<file path="src/common/vbc_pkg.sv">
`default_nettype none
package vbc_pkg;
    // register indices
    localparam logic [7:0] CTL_OFFSET    = 8'h4F;
    localparam logic [7:0] STS_OFFSET    = 8'h50;
    localparam logic [7:0] CFG_OFFSET    = 8'h54;
    localparam logic [7:0] MODE_OFFSET   = 8'h58;
    // byte address is four times the index
    localparam logic [9:0] CTL_ADDR      = {CTL_OFFSET, 2'b00};
    localparam logic [9:0] STS_ADDR      = {STS_OFFSET, 2'b00};
    localparam logic [9:0] CFG_ADDR      = {CFG_OFFSET, 2'b00};
    localparam logic [9:0] MODE_ADDR     = {MODE_OFFSET, 2'b00};
    // control field positions
    localparam int CTL_CONT_CLK    = 7;
    localparam int CTL_DUAL_EN     = 6;
    localparam int CTL_PORT_SEL    = 5;
    localparam int CTL_ALT_LINES   = 4;
    localparam int CTL_LANES_LO    = 2;
    localparam int CTL_RELOAD      = 1;
    // status field positions
    localparam int STS_IRQ_PEND    = 5;
    localparam int STS_INIT_DONE   = 4;
    localparam int STS_CFG_DONE    = 2;
    localparam int STS_CKSUM_OK    = 1;
    // config field positions
    localparam int CFG_BPP_LO      = 4;
    localparam int CFG_AUDIO_MUX   = 2;
    localparam int CFG_AUDIO_SRC   = 1;
    localparam int CFG_AUX_AUDIO   = 0;
    localparam logic [7:0] CFG_RESET = 8'h02;
    localparam logic [1:0] RESP_OKAY   = 2'b00;
    localparam logic [1:0] RESP_SLVERR = 2'b10;
    // reload sequencing times
    localparam int CLK_MHZ         = 25;
    localparam int CFG_TIME_NS     = 400;
    localparam int INIT_TIME_NS    = 200;
    localparam int CFG_CYCLES      = (CFG_TIME_NS * CLK_MHZ + 999) / 1000;
    localparam int INIT_CYCLES     = (INIT_TIME_NS * CLK_MHZ + 999) / 1000;
    localparam int CNT_W           = 8;
    typedef enum logic [1:0] {
        VBC_IDLE = 2'b00,
        VBC_CFG  = 2'b01,
        VBC_INIT = 2'b11
    } vbc_seq_t;
    typedef enum logic [1:0] {
        VBC_BPP_3    = 2'b00,
        VBC_BPP_2_25 = 2'b01,
        VBC_BPP_2    = 2'b10,
        VBC_BPP_RSVD = 2'b11
    } vbc_bpp_t;
    typedef struct packed {
        logic       cont_clk;
        logic       dual_en;
        logic       port_sel;
        logic       alt_lines;
        logic [1:0] lanes;
    } vbc_port_cfg_t;
    typedef struct packed {
        logic [1:0] port0_src;
        logic [1:0] port1_src;
        logic [2:0] lanes_active;
        logic       skip_clk_init;
        logic       stereo_merge;
        logic       rgb_expand;
        logic [1:0] bpp;
        logic       audio_on;
        logic       audio_mux;
        logic       aux_audio;
    } vbc_ctrl_out_t;
endpackage
`default_nettype wire

</file>
<file path="src/design/vbc_regs.sv">
// Function
// RULE1 - single mode: select bit picks input
// RULE2 - independent mode: select bit swaps output routing
// RULE3 - software keeps select zero in dual
// RULE4 - stereo bit merges interleaved lines
// RULE5 - software sets forced splitter for separation
// RULE6 - lane field gives active lanes
// RULE7 - lane field loads from strap pin
// RULE8 - software changes lanes only when idle
// RULE9 - independent mode writes only selected copy; dual_en, port_sel, alt_lines written to both copies
// RULE10 - reload bit restores straps, self clears
// RULE11 - config done precedes init done
// RULE12 - checksum status bit, resets one
// RULE13 - read-only protect interrupt pending bit
// RULE14 - bytes per pixel field decode
// RULE15 - RGB expands to 24 bits, others pass
// RULE16 - mux audio serialises parallel data
// RULE17 - audio source select, resets one
// RULE18 - aux audio adds 2-channel stream
// RULE19 - dual enable picks receive mode
// RULE20 - free-running clock skips clock init
// RULE21 - reserved bits read zero
`timescale 1ns/1ps
`default_nettype none
module vbc_regs (
    input  wire logic                   aclk,
    input  wire logic                   aresetn,
    input  wire logic [9:0]             s_axi_awaddr,
    input  wire logic                   s_axi_awvalid,
    output logic                        s_axi_awready,
    input  wire logic [31:0]            s_axi_wdata,
    input  wire logic [3:0]             s_axi_wstrb,
    input  wire logic                   s_axi_wvalid,
    output logic                        s_axi_wready,
    output logic [1:0]                  s_axi_bresp,
    output logic                        s_axi_bvalid,
    input  wire logic                   s_axi_bready,
    input  wire logic [9:0]             s_axi_araddr,
    input  wire logic                   s_axi_arvalid,
    output logic                        s_axi_arready,
    output logic [31:0]                 s_axi_rdata,
    output logic [1:0]                  s_axi_rresp,
    output logic                        s_axi_rvalid,
    input  wire logic                   s_axi_rready,
    input  wire logic [1:0]             mode_select_zero_pin,
    input  wire logic                   mode_select_one_pin,
    input  wire logic                   independent_mode,
    input  wire logic                   tx_port_sel,
    input  wire logic                   nvm_checksum_ok,
    input  wire logic                   content_protect_irq_pending,
    input  wire logic                   rgb_format,
    output vbc_pkg::vbc_ctrl_out_t      ctrl_out,
    output logic                        nvm_reload_req
);
    // ****************
    // register state
    // ****************
    vbc_pkg::vbc_port_cfg_t port_reg [2];
    vbc_pkg::vbc_port_cfg_t port_next [2];
    logic [1:0]             bpp_reg [2];
    logic [1:0]             bpp_next [2];
    logic [2:0]             audio_reg;
    logic [2:0]             audio_next;
    logic                   reload_reg;
    logic                   reload_next;
    logic                   cfg_done_reg;
    logic                   cfg_done_next;
    logic                   init_done_reg;
    logic                   init_done_next;
    logic                   cksum_reg;
    logic                   cksum_next;
    logic                   strap_take_reg;
    vbc_pkg::vbc_seq_t      seq_reg;
    vbc_pkg::vbc_seq_t      seq_next;
    logic [vbc_pkg::CNT_W-1:0] cnt_reg;
    logic [vbc_pkg::CNT_W-1:0] cnt_next;
    logic                   aw_hold_reg;
    logic [9:0]             aw_addr_reg;
    logic                   w_hold_reg;
    logic [31:0]            w_data_reg;
    logic [3:0]             w_strb_reg;
    logic                   bvalid_reg;
    logic [1:0]             bresp_reg;
    logic                   rvalid_reg;
    logic [31:0]            rdata_reg;
    logic [1:0]             rresp_reg;

    // ****************
    // axi4-lite write and read decode
    // ****************
    wire        do_write   = aw_hold_reg && w_hold_reg && !bvalid_reg;
    wire        wr_lane0   = w_strb_reg[0];
    wire [7:0]  wr_byte    = w_data_reg[7:0];
    wire        wr_ctl     = do_write && aw_addr_reg == vbc_pkg::CTL_ADDR;
    wire        wr_cfg     = do_write && aw_addr_reg == vbc_pkg::CFG_ADDR;
    wire        wr_sts     = do_write && aw_addr_reg == vbc_pkg::STS_ADDR;
    wire        wr_mode    = do_write && aw_addr_reg == vbc_pkg::MODE_ADDR;
    wire        wr_ok      = wr_ctl || wr_cfg || wr_sts || wr_mode;
    wire        do_read    = s_axi_arvalid && !rvalid_reg;
    // independent mode targets the selected output port's copy [RULE9]
    wire        sel_port   = independent_mode ? tx_port_sel : 1'b0;
    wire        reload_go  = wr_ctl && wr_lane0 && wr_byte[vbc_pkg::CTL_RELOAD];
    wire        restrap    = strap_take_reg || (seq_reg == vbc_pkg::VBC_CFG &&
                                                cnt_reg == '0);
    wire [7:0]  ctl_rd     = {port_reg[sel_port].cont_clk, port_reg[0].dual_en,
                              port_reg[0].port_sel, port_reg[0].alt_lines,
                              port_reg[sel_port].lanes, reload_reg, 1'b0};
    // reserved bits read zero [RULE21]
    wire [7:0]  sts_rd     = {2'b00, content_protect_irq_pending, init_done_reg, 1'b0,
                              cfg_done_reg, cksum_reg, 1'b0}; // [RULE13] [RULE12]
    wire [7:0]  cfg_rd     = {2'b00, bpp_reg[sel_port], 1'b0, audio_reg};
    wire [7:0]  mode_rd    = {7'b000_0000, independent_mode};
    wire [9:0]  rd_a       = s_axi_araddr;
    wire        rd_hit     = rd_a == vbc_pkg::CTL_ADDR || rd_a == vbc_pkg::STS_ADDR ||
                             rd_a == vbc_pkg::CFG_ADDR || rd_a == vbc_pkg::MODE_ADDR;
    wire [7:0]  rd_byte    = rd_a == vbc_pkg::CTL_ADDR ? ctl_rd :
                             rd_a == vbc_pkg::STS_ADDR ? sts_rd :
                             rd_a == vbc_pkg::CFG_ADDR ? cfg_rd :
                             rd_a == vbc_pkg::MODE_ADDR ? mode_rd : 8'h00;

    assign s_axi_awready = !aw_hold_reg;
    assign s_axi_wready  = !w_hold_reg;
    assign s_axi_arready = !rvalid_reg;
    assign s_axi_bvalid  = bvalid_reg;
    assign s_axi_bresp   = bresp_reg;
    assign s_axi_rvalid  = rvalid_reg;
    assign s_axi_rdata   = rdata_reg;
    assign s_axi_rresp   = rresp_reg;

    // ****************
    // per-port control copies
    // ****************
    genvar gp;
    generate
        for (gp = 0; gp < 2; gp++) begin : g_port
            wire hit = wr_ctl && wr_lane0 && (sel_port == 1'(gp));
            wire hit_cfg = wr_cfg && wr_lane0 && (sel_port == 1'(gp));
            always_comb begin
                port_next[gp] = port_reg[gp];
                bpp_next[gp]  = bpp_reg[gp];
                if (restrap) begin
                    // straps come back [RULE7] [RULE10]
                    port_next[gp].lanes    = mode_select_zero_pin;
                    port_next[gp].cont_clk = mode_select_one_pin;
                end else begin
                    if (hit) begin
                        port_next[gp].lanes    = wr_byte[vbc_pkg::CTL_LANES_LO +: 2]; // [RULE9]
                        port_next[gp].cont_clk = wr_byte[vbc_pkg::CTL_CONT_CLK];
                    end
                    if (wr_ctl && wr_lane0) begin
                        port_next[gp].dual_en   = wr_byte[vbc_pkg::CTL_DUAL_EN];
                        port_next[gp].port_sel  = wr_byte[vbc_pkg::CTL_PORT_SEL];
                        port_next[gp].alt_lines = wr_byte[vbc_pkg::CTL_ALT_LINES];
                    end
                    if (hit_cfg) begin
                        bpp_next[gp] = wr_byte[vbc_pkg::CFG_BPP_LO +: 2];
                    end
                end
            end
            always_ff @(posedge aclk) begin
                if (!aresetn) begin
                    port_reg[gp] <= '0;
                    bpp_reg[gp]  <= vbc_pkg::VBC_BPP_3;
                end else begin
                    port_reg[gp] <= port_next[gp];
                    bpp_reg[gp]  <= bpp_next[gp];
                end
            end
        end
    endgenerate

    // ****************
    // reload sequencer
    // ****************
    always_comb begin
        seq_next       = seq_reg;
        cnt_next       = cnt_reg;
        reload_next    = reload_reg;
        cfg_done_next  = cfg_done_reg;
        init_done_next = init_done_reg;
        cksum_next     = cksum_reg;
        audio_next     = audio_reg;
        if (wr_cfg && wr_lane0) begin
            audio_next = wr_byte[2:0];
        end
        unique case (seq_reg)
            vbc_pkg::VBC_IDLE: begin
                if (reload_go) begin
                    // restart: config done drops until the config phase ends, init done until the new pass ends [RULE10]
                    seq_next       = vbc_pkg::VBC_CFG;
                    cnt_next       = vbc_pkg::CNT_W'(vbc_pkg::CFG_CYCLES - 1);
                    reload_next    = 1'b1;
                    cfg_done_next  = 1'b0;
                    init_done_next = 1'b0;
                end
            end
            vbc_pkg::VBC_CFG: begin
                if (cnt_reg == '0) begin
                    seq_next      = vbc_pkg::VBC_INIT;
                    cnt_next      = vbc_pkg::CNT_W'(vbc_pkg::INIT_CYCLES - 1);
                    cfg_done_next = 1'b1; // [RULE11]
                    audio_next    = vbc_pkg::CFG_RESET[2:0];
                    cksum_next    = nvm_checksum_ok; // [RULE12]
                end else begin
                    cnt_next = cnt_reg - 1'b1;
                end
            end
            vbc_pkg::VBC_INIT: begin
                if (cnt_reg == '0) begin
                    seq_next       = vbc_pkg::VBC_IDLE;
                    init_done_next = 1'b1; // [RULE11]
                    reload_next    = 1'b0; // [RULE10]
                end else begin
                    cnt_next = cnt_reg - 1'b1;
                end
            end
            default: begin
                seq_next = vbc_pkg::VBC_IDLE;
            end
        endcase
    end

    always_ff @(posedge aclk) begin
        if (!aresetn) begin
            seq_reg        <= vbc_pkg::VBC_IDLE;
            cnt_reg        <= '0;
            reload_reg     <= 1'b0;
            cfg_done_reg   <= 1'b0;
            init_done_reg  <= 1'b0;
            cksum_reg      <= 1'b1;
            audio_reg      <= vbc_pkg::CFG_RESET[2:0]; // [RULE17]
            strap_take_reg <= 1'b1;
        end else begin
            seq_reg        <= seq_next;
            cnt_reg        <= cnt_next;
            reload_reg     <= reload_next;
            cfg_done_reg   <= cfg_done_next;
            init_done_reg  <= init_done_next;
            cksum_reg      <= cksum_next;
            audio_reg      <= audio_next;
            strap_take_reg <= 1'b0;
        end
    end

    // ****************
    // bus channel state
    // ****************
    always_ff @(posedge aclk) begin
        if (!aresetn) begin
            aw_hold_reg <= 1'b0;
            aw_addr_reg <= '0;
            w_hold_reg  <= 1'b0;
            w_data_reg  <= '0;
            w_strb_reg  <= '0;
            bvalid_reg  <= 1'b0;
            bresp_reg   <= vbc_pkg::RESP_OKAY;
            rvalid_reg  <= 1'b0;
            rdata_reg   <= '0;
            rresp_reg   <= vbc_pkg::RESP_OKAY;
        end else begin
            if (s_axi_awvalid && !aw_hold_reg) begin
                aw_hold_reg <= 1'b1;
                aw_addr_reg <= {s_axi_awaddr[9:2], 2'b00};
            end
            if (s_axi_wvalid && !w_hold_reg) begin
                w_hold_reg <= 1'b1;
                w_data_reg <= s_axi_wdata;
                w_strb_reg <= s_axi_wstrb;
            end
            if (do_write) begin
                bvalid_reg  <= 1'b1;
                bresp_reg   <= wr_ok ? vbc_pkg::RESP_OKAY : vbc_pkg::RESP_SLVERR;
                aw_hold_reg <= 1'b0;
                w_hold_reg  <= 1'b0;
            end else if (bvalid_reg && s_axi_bready) begin
                bvalid_reg <= 1'b0;
            end
            if (do_read) begin
                rvalid_reg <= 1'b1;
                rdata_reg  <= {24'h00_0000, rd_byte};
                rresp_reg  <= rd_hit ? vbc_pkg::RESP_OKAY : vbc_pkg::RESP_SLVERR;
            end else if (rvalid_reg && s_axi_rready) begin
                rvalid_reg <= 1'b0;
            end
        end
    end

    // ****************
    // control outputs to the datapath
    // ****************
    wire       dual_on  = port_reg[0].dual_en; // [RULE19]
    wire       psel     = port_reg[0].port_sel;
    wire [1:0] p0_src   = independent_mode ? {1'b0, psel} :          // [RULE2]
                          dual_on ? 2'b10 : {1'b0, psel};             // [RULE1]
    wire [1:0] p1_src   = independent_mode ? {1'b0, !psel} : p0_src; // [RULE2]
    wire [1:0] bpp_sel  = bpp_reg[sel_port];
    wire       cont_clk = port_reg[sel_port].cont_clk;

    always_ff @(posedge aclk) begin
        if (!aresetn) begin
            ctrl_out       <= '0;
            nvm_reload_req <= 1'b0;
        end else begin
            ctrl_out.port0_src     <= p0_src;
            ctrl_out.port1_src     <= p1_src;
            ctrl_out.lanes_active  <= {1'b0, port_reg[sel_port].lanes} + 3'd1; // [RULE6]
            ctrl_out.skip_clk_init <= cont_clk;                                 // [RULE20]
            ctrl_out.stereo_merge  <= port_reg[0].alt_lines;                    // [RULE4]
            ctrl_out.rgb_expand    <= rgb_format;                               // [RULE15]
            ctrl_out.bpp           <= cont_clk ? bpp_sel : vbc_pkg::VBC_BPP_3;  // [RULE14]
            ctrl_out.audio_on      <= audio_reg[vbc_pkg::CFG_AUDIO_SRC];        // [RULE17]
            ctrl_out.audio_mux     <= audio_reg[vbc_pkg::CFG_AUDIO_MUX];        // [RULE16]
            ctrl_out.aux_audio     <= audio_reg[vbc_pkg::CFG_AUX_AUDIO];        // [RULE18]
            nvm_reload_req         <= seq_next == vbc_pkg::VBC_CFG;
        end
    end
endmodule
`default_nettype wire

</file>
<file path="config.mk">
export PLATFORM = sky130hd
export DESIGN_NAME = vbc_regs
export DESIGN_NICKNAME = d
export VERILOG_FILES = /design/src/common/vbc_pkg.sv /design/src/design/vbc_regs.sv
export SDC_FILE = /design/constraint.sdc
export NUM_CORES = 1
export LEC_CHECK = 0
export BUFFER_PORTS_ARGS = -buffer_cell sky130_fd_sc_hd__buf_2
export CORE_MARGIN = 2
export CORE_UTILIZATION = 50
export CTS_BUF_LIST = sky130_fd_sc_hd__clkbuf_4
export CTS_CLUSTER_DIAMETER = 50
export DETAILED_ROUTE_END_ITERATION = 16
export GPL_ROUTABILITY_DRIVEN = 0
export PLACE_DENSITY = 0.88
export SYNTH_ARGS = -nofsm -noshare
export SYNTH_HDL_FRONTEND = slang
export SYNTH_SLANG_ARGS = --single-unit
</file>
<file path="constraint.sdc">
create_clock -name aclk -period 3.4 [get_ports aclk]
set_input_delay 0.34 -clock aclk [delete_from_list [all_inputs] [get_ports aclk]]
set_output_delay 0.34 -clock aclk [all_outputs]
set_load 0.01 [all_outputs]
</file>
* Word-level counts from Yosys, hierarchy flattened *
Memory sizes are Yosys's and may differ from the RTL's.
Index checks and enable logic that the tools add are counted.

cells by class
  reductions and logical operators = 49
  bitwise gates (word level) = 8
  add/sub/neg operators = 2
  muxes and demuxes = 56
  equal/unequal tests = 22

operators with widths
  cell                                                                number
  10-bit by 9-bit == test with 1-bit output, second input constant    4
  2-bit 2-to-1 mux                                                    18
  8-bit by 7-bit == test with 1-bit output, second input constant     4
  8-bit 2-to-1 mux                                                    4
  3-bit 2-to-1 mux                                                    8
  8-bit case mux with 3 select lines                                  1
  1-bit logical AND                                                   19
  1-bit 2-to-1 mux                                                    18
  6-bit 2-to-1 mux                                                    3
  3-bit AND reduction                                                 6
  2-bit inequality test, second input constant                        7
  8-bit logical NOT                                                   1
  2-bit nonzero test                                                  4
  8-bit by 1-bit subtractor with 8-bit output, second input constant  1
  1-bit logical OR                                                    7
  1-bit bitwise OR                                                    6
  1-bit case mux with 2 select lines                                  3
  2-bit case mux with 3 select lines                                  1
  2-bit AND reduction                                                 3
  1-bit logical NOT                                                   5
  2-bit by 1-bit == test with 1-bit output, second input constant     2
  2-bit OR reduction                                                  2
  2-bit by 1-bit adder with 3-bit output, second input constant       1
  1-bit inequality test, second input constant                        3
  other kinds (5)                                                     6

storage, ports and cells
  output and inout port bits = 57
  input port bits = 71
  RAM bits = 16
  memories = 2
  register bits after elaboration = 67
  word-level logic and storage cells = 169

memory list
  memory    words  width  rd ports  clocked after Yosys merged registers in  wr ports  line            source
  port_reg  2      6      2         0                                        2         vbc_regs.sv:58  vbc_pkg::vbc_port_cfg_t port_reg [2];
  bpp_reg   2      2      1         0                                        2         vbc_regs.sv:60  logic [1:0] bpp_reg [2];

* Longest topological paths before layout *
Gate-level depths: netlist of run 1.

  word-level depth = 8
  depth in mapped cells = 7

* Least setup slack after synthesis of run 1 *
OpenSTA, ideal clock, no wires.

  path type = register to register
  start point = reg aw_addr_reg[2]
  end point = mem bpp_reg[0][0], enable pin
  setup time = 0.299 ns
  path slack = 1.216 ns
  data arrival time = 1.885 ns
  buffers on the path = 0
  stages on the path, launching flop included = 5
  cell sequence = dfxtp_1 > or4b_2 > nor4_1 > nand3_1 > nand2_1

RTL lines
  what                      line             source
  start: declaration        vbc_regs.sv:78   logic [9:0] aw_addr_reg;
  start signal: assignment  vbc_regs.sv:263  aw_addr_reg <= {s_axi_awaddr[9:2], 2'b00};
  end: declaration          vbc_regs.sv:60

==> run summary, run 1 <==
Min cycle time layout: 2.50 ns
Hpwl dp: 6060 um
Met2 wire length: 4060 um
Highest clock rate: 401 MHz
Initial antenna violation count: 0
Max Cap Viol: 0
WHS: 0.0722 ns
Placed instance count: 556
Clock Skew: 0.0177 ns
I/O pins: 128
Critical setup path kind: reg -> reg
Port Buffers: 72
Slew margin rel.: 0.301
Multi-input gate area: 1750 sq um
Diodes inserted: 0
Number of fill cells: 576
Worst-margin pin slew: 1.04 ns
Drt total wl: 8390 um
RSZ-0062 raised after global routing: no
TNS Setup: 0 ns
Final instance area: 4110 sq um
Layout area overhead: 14.1%
CTS clk-pin slew, worst paths: 0.14 ns
Highest Signal Layer: met4
Post-cts gate resize count: 0
Largest net degree at the start of global routing: 37
Mapped Area: 3600 sq um
DP Area: 3940 sq um
CTS buffer count: 9
Critical path fanouts, max: 13
Max FFs per register: 15
First-pass detailed-route iteration total: 8
Drt wl/cell: 14.7 um
EDFF count, synth: 7
Hold/Removal Path Class: in -> reg
Die Footprint: 7890 sq um
Overall Power: 1.81 mW
Warnings, synthesis: 0
PD cells: 440 nW/um^2
Count of final hold-check violations: 0
Comb pwr share: 0.094
Iteration-0 DRC Markers: 274
# rows: 30
Prevailing post-synth register cell: dfxtp_1
Core area: 6870 sq um
Max VDD drop: 0.313 mV
CTS Root Cell: clkbuf_4
CTS H-Tree Depth: 3
Layout cell share with drive strength beyond 1: 0.235
First-pass GRT wire length: 13000 um
Crit share post-route: 0.734
Die width: 88.8 um
Synth Instances: 403
Critical Path RT: 3.55 ns
Netlist cell types: 53
CTS tree: yes
Hold_buf cts: 0
Syn avg cell area: 8.93 sq um
Vias in the first global route: 2770
Num Clock Sinks: 78
Clock Path Buffers: 2
Reg area: 1630 sq um
Non-Filler Instances: 572
Post-layout util: 0.598
Pins Over Slew Limit: 0
# Post-CTS Setup Buffers: 0
Post-synthesis async set-or-reset flop share: 0
GRT overflow: 0
Leakage power: 1.72 nW
Crit end category: flop
Power share of the clock group: 0.361
Nets: 545
Routed met3 length: 711 um
Int Power: 1.34 mW
Final setup vio count: 0
Sequential share of power: 0.544
Startpoint types: flop
CP arrival: 2.65 ns
Vias per cell: 5.52
Skew-Pair Late Insertion Delay: 0.43 ns
Routed vias: 3160
Initial core utilization: 0.524
Final WS setup: 0.905 ns
GRT Total Usage: 0.212
Post-route ant nets: 0
Flops & latches, synth: 78
Status: finished, final reports clean
Met1 WL: 3500 um
Pre-CTS setup slack: 0.978 ns
Sw Ratio: 0.259
Post-synthesis sequential area ratio: 0.453
Net Sw Power: 0.468 mW
Die H: 88.8 um
Residual DRC: 0
[synth_stat cells, drive strengths merged, types with 2 or more instances]
master | number | area [sq um]
a21oi | 40 | 200
nor4 | 6 | 43.8
dfxtp | 71 | 1420
buf | 28 | 210
inv | 11 | 41.3
or3 | 2 | 12.5
nor3b | 2 | 15.0
or4b | 3 | 30.0
and4b | 2 | 21.3
mux2i | 16 | 160
nand3 | 20 | 100
nand2 | 52 | 195
edfxtp | 7 | 210
a211oi | 4 | 30.0
ha | 3 | 37.5
or4 | 3 | 26.3
o21ai | 17 | 85.1
nor2 | 25 | 93.8
nand2b | 5 | 31.3
o211ai | 4 | 30.0
a21bo | 2 | 20.0
or3b | 3 | 26.3
nand3b | 6 | 45.0
a31oi | 7 | 43.8
and2 | 7 | 43.8
nand4 | 7 | 43.8
and3 | 3 | 18.8
nor3 | 4 | 20.0
clkbuf | 17 | 63.8
nor2b | 4 | 25.0
a2111oi | 2 | 55.1
mux2 | 5 | 56.3
[final cells by class]
| class | instances | share of cell area |
|---|---|---|
| Timing Repair Buffer | 77 | 0.0969 |
| Inverter | 11 | 0.0101 |
| Multi-Input combinational cell | 294 | 0.425 |
| Clock buffer | 10 | 0.0183 |
| Tap cell | 96 | 0.0293 |
| Clock inverter | 6 | 0.0229 |
| Sequential cell | 78 | 0.397 |
[layout by cell type (no fill, tap or decap), drive strengths merged, types with 3 or more instances in the layout]
| master | synthesis | routed |
|---|---|---|
| nand3 | 20 | 20 |
| or4 | 3 | 3 |
| nor3 | 4 | 4 |
| nand4 | 7 | 7 |
| and3 | 3 | 3 |
| ha | 3 | 3 |
| conb | 1 | 26 |
| inv | 11 | 13 |
| or4b | 3 | 3 |
| nand2b | 5 | 5 |
| buf | 28 | 77 |
| a31oi | 7 | 7 |
| a21oi | 40 | 40 |
| mux2i | 16 | 16 |
| nand2 | 52 | 52 |
| nor2 | 25 | 25 |
| nor2b | 4 | 4 |
| nor4 | 6 | 6 |
| nand3b | 6 | 6 |
| clkbuf | 17 | 10 |
| and2 | 7 | 7 |
| o211ai | 4 | 4 |
| mux2 | 5 | 5 |
| o21ai | 17 | 17 |
| edfxtp | 7 | 7 |
| or3b | 3 | 3 |
| dfxtp | 71 | 71 |
| a211oi | 4 | 4 |
[power groups by stage]
stage	combinational [mW]	sequential (mW)	clock, mW
6_report	0.171	0.984	0.652
3_5_place_dp	0.168	1.00	0
3_3_place_gp	0.163	1.00	0
4_1_cts	0.170	0.983	0.657
5_1_grt	0.190	0.988	0.695
2_1_floorplan	0.124	1.00	0
[cells by family (layout without fill, tap and decap cells)]
| kind of cell | count (synthesis) | count (layout) | synth area share |
|---|---|---|---|
| mux | 21 | 21 | 0.0602 |
| simple gates | 158 | 158 | 0.230 |
| other cells | 1 | 26 | 0.00104 |
| fa+ha+maj | 3 | 3 | 0.0104 |
| buf+inv | 56 | 104 | 0.0876 |
| flops | 78 | 78 | 0.453 |
| compound gates | 86 | 86 | 0.158 |
[metal layers]
| layer | up-vias | GRT usage |
|---|---|---|
| li1 | 1514 | - |
| met1 | 1474 | 0.268 |
| met2 | 153 | 0.355 |
| met3 | 19 | 0.0550 |
| met4 | 0 | 0.0661 |
| met5 | - | 0 |
[path summary, 6_finish.rpt]
| path | slack, ns | start | endpoint | depth (start not counted) |
|---|---|---|---|---|
| worst max-delay path | 0.90 | cnt_reg[0]$_SDFFE_PN0P_ | bpp_reg[1][0]$_SDFFCE_PN0P_ | 7 |
| worst min-delay path | 0.07 | s_axi_rready | s_axi_rvalid$_SDFFE_PN0P_ | 2 |
| worst max register to register | 0.90 | cnt_reg[0]$_SDFFE_PN0P_ | bpp_reg[1][0]$_SDFFCE_PN0P_ | 7 |
| worst min register to register | 0.46 | s_axi_rdata[6]$_SDFFE_PN0P_ | s_axi_rdata[6]$_SDFFE_PN0P_ | 2 |
[critical path: stages, from the launching register on]
cell and delay (ns):
dfxtp_1 0.37, inv_1 0.09, ha_1 0.24, nor3b_1 0.14
buf_4 0.17, a31oi_1 0.73, nand3_1 0.28, nand2_1 0.20
Note: power is estimated with default switching activity, not from simulation.
==> run 2, diff against run 1 <==
clock period = 2.56 ns   (was 3.4 ns; I/O delays follow)
==> run 2 against run 1 <==
Compared with the run above: sequential power grew 33%; die area unchanged; cell area is essentially flat; non-clock buffer count increased by 4; clock-buffer cell count rose by 1; sequential cell count unchanged; maximum frequency up 13%; register-to-register slack lost 0.56 ns; critical path type unchanged; highest routed layer unchanged.
==> run summary, run 2 (synthesized netlist as in run 1, its figures left out) <==
FF-to-FF setup slack: 0.35 ns (-0.56 ns)
Status: finished, final reports clean
Max FFs per register: 15 (unchanged)
Startpoint types: flop
Critical path fanouts, max: 7 (-6)
Routed vias: 3142 (-0.57%)
FF-to-FF End: cnt_reg[5]$_SDFFE_PN0P_
R2R depth: 4 (-3)
Post-route ant nets: 0 (unchanged)
Max VDD drop: 0.317 mV (+1.3%)
Highest clock rate: 452 MHz (+13%)
Vias in the first global route: 2773 (+0.11%)
CTS H-Tree Depth: 3 (unchanged)
Iteration-0 DRC Markers: 158 (-42%)
Max Cap Viol: 0 (unchanged)
Hold EP: ctrl_out[5]$_SDFF_PN0_
Die width: 88.8 um (unchanged)
Clock Path Buffers: 2 (unchanged)
Hpwl dp: 5930 um (-2.2%)
Hold_sp: rgb_format
Slowest stage delay, CP: 0.62 ns (-0.11 ns)
Critical setup path kind: reg -> reg
Nets: 549 (+0.73%)
Layout area overhead: 14.0% (about the same)
Min cycle time layout: 2.21 ns (-0.285 ns)
Num Clock Sinks: 78 (unchanged)
Skew-Pair Late Insertion Delay: 0.43 ns (about the same)
GRT overflow: 0 (unchanged)
Initial core utilization: 0.524 (unchanged)
First-pass GRT wire length: 12700 um (-2.5%)
Clock Skew: 0.0175 ns (-0.000241 ns)
Final setup vio count: 0 (unchanged)
Post-layout util: 0.597 (about the same)
# Post-CTS Setup Buffers: 0 (unchanged)
TNS Setup: 0 ns (unchanged)
Leakage power: 1.73 nW (+0.61%)
Die H: 88.8 um (unchanged)
# rows: 30 (unchanged)
Commonest non-fill, non-tap cell in the layout: buf_2
Core area: 6870 sq um (unchanged)
Residual DRC: 0 (unchanged)
Count of final hold-check violations: 0 (unchanged)
Drt total wl: 8200 um (-2.2%)
Crit share post-route: 0.864 (+0.130)
Pins Over Slew Limit: 0 (unchanged)
I/O pins: 128 (unchanged)
Drt wl/cell: 14.2 um (-2.9%)
CTS clk-pin slew, worst paths: 0.12 ns (-0.02 ns)
Initial antenna violation count: 0 (unchanged)
Diodes inserted: 0 (unchanged)
Crit end category: flop
PD cells: 551 nW/um^2 (+25%)
Critical Path RT: 2.91 ns (-0.64 ns)
First-pass detailed-route iteration total: 4 (-4)
CTS Root Cell: clkbuf_4
CP arrival: 2.56 ns (-0.09 ns)
CP max stage cell: or4_4
WHS: 0.0455 ns (-0.0267 ns)
Port Buffers: 72 (unchanged)
GRT Total Usage: 0.208 (-0.00401)
CTS tree: yes
Largest net degree at the start of global routing: 40 (+8.1%)
Most frequent cells in the layout: buf_2 (72), dfxtp_1 (71), nand2_1 (52)
Die Footprint: 7890 sq um (unchanged)
RR Startpoint: s_axi_bvalid$_SDFFE_PN0P_
Worst-margin pin slew: 0.875 ns (-0.164 ns)
RSZ-0062 raised after global routing: no
Layout cell share with drive strength beyond 1: 0.238 (+0.00221)
CTS buffer count: 9 (unchanged)
Slew margin rel.: 0.416 (+0.115)
Hold/Removal Path Class: in -> reg
Hold Path Stages: 2 (unchanged)
CP cell instances: or4b_1 > or4_4 > a2111oi_4 > mux2i_1
Vias per cell: 5.45 (-1.3%)
Overall Power: 2.26 mW (+25%)
[run 2: repair_timing]
action | CTS | global route
hold endpoints to repair | 1 | 0
hold buffers | 1 | 0
gates resized for setup | 0 | 0
endpoints found under the setup margin | 0 | 0
[run 2: power by group]
group | switching [mW] | total, mW | internal, mW
Sequential | 0.0307 | 1.31 | 1.28
Combinational | 0.141 | 0.230 | 0.0887
Clock | 0.409 | 0.724 | 0.316
Total | 0.580 | 2.26 | 1.68
[run 2: worst max path at each step]
stage,startpoint,to,slack [ns],cells past startpoint
6_report,s_axi_bvalid$_SDFFE_PN0P_,cnt_reg[5]$_SDFFE_PN0P_,0.35,4
3_3_place_gp,s_axi_bvalid$_SDFFE_PN0P_,cnt_reg[5]$_SDFFE_PN0P_,0.44,4
4_1_cts,s_axi_bvalid$_SDFFE_PN0P_,cnt_reg[5]$_SDFFE_PN0P_,0.33,4
2_1_floorplan,aw_addr_reg[2]$_SDFFE_PN0P_,bpp_reg[0][0]$_SDFFCE_PN0P_,0.38,4
3_5_place_dp,s_axi_bvalid$_SDFFE_PN0P_,cnt_reg[5]$_SDFFE_PN0P_,0.36,4
5_1_grt,s_axi_bvalid$_SDFFE_PN0P_,cnt_reg[5]$_SDFFE_PN0P_,0.27,4
[run 2: critical path, delay by kind of cell (launching register included)]
| kind | cells | cell delay, ns |
|---|---|---|
| and+or+nand+nor | 2 | 1.19 |
| DFF | 1 | 0.36 |
| muxes | 1 | 0.21 |
| AOI/OAI and AO/OA | 1 | 0.39 |
[run 2: layout make-up]
cell class | instances | area [sq um]
Timing Repair Buffer | 81 | 430
Inverter | 11 | 41.3
Fill cell | 577 | 2770
Clock inverter | 5 | 52.6
Tap cell | 96 | 120
Clock buffer | 11 | 82.6
Sequential cell | 78 | 1630
Multi-Input combinational cell | 294 | 1750
[run 2: metal layers]
layer,global-route usage,up-vias,share of wire
met5,0,-,0
met4,0.0758,0,0.011
li1,-,1521,-
met2,0.345,157,0.47
met3,0.0597,12,0.078
met1,0.257,1452,0.44
[run 2: per-stage QoR]
step	instances	area [sq um]	setup slack (ns)
global placement	559	3960	0.443
detailed placement	559	3960	0.359
floorplan	428	3690	0.376
CTS	576	4100	0.333
global route	576	4100	0.271
finish	576	4100	0.349
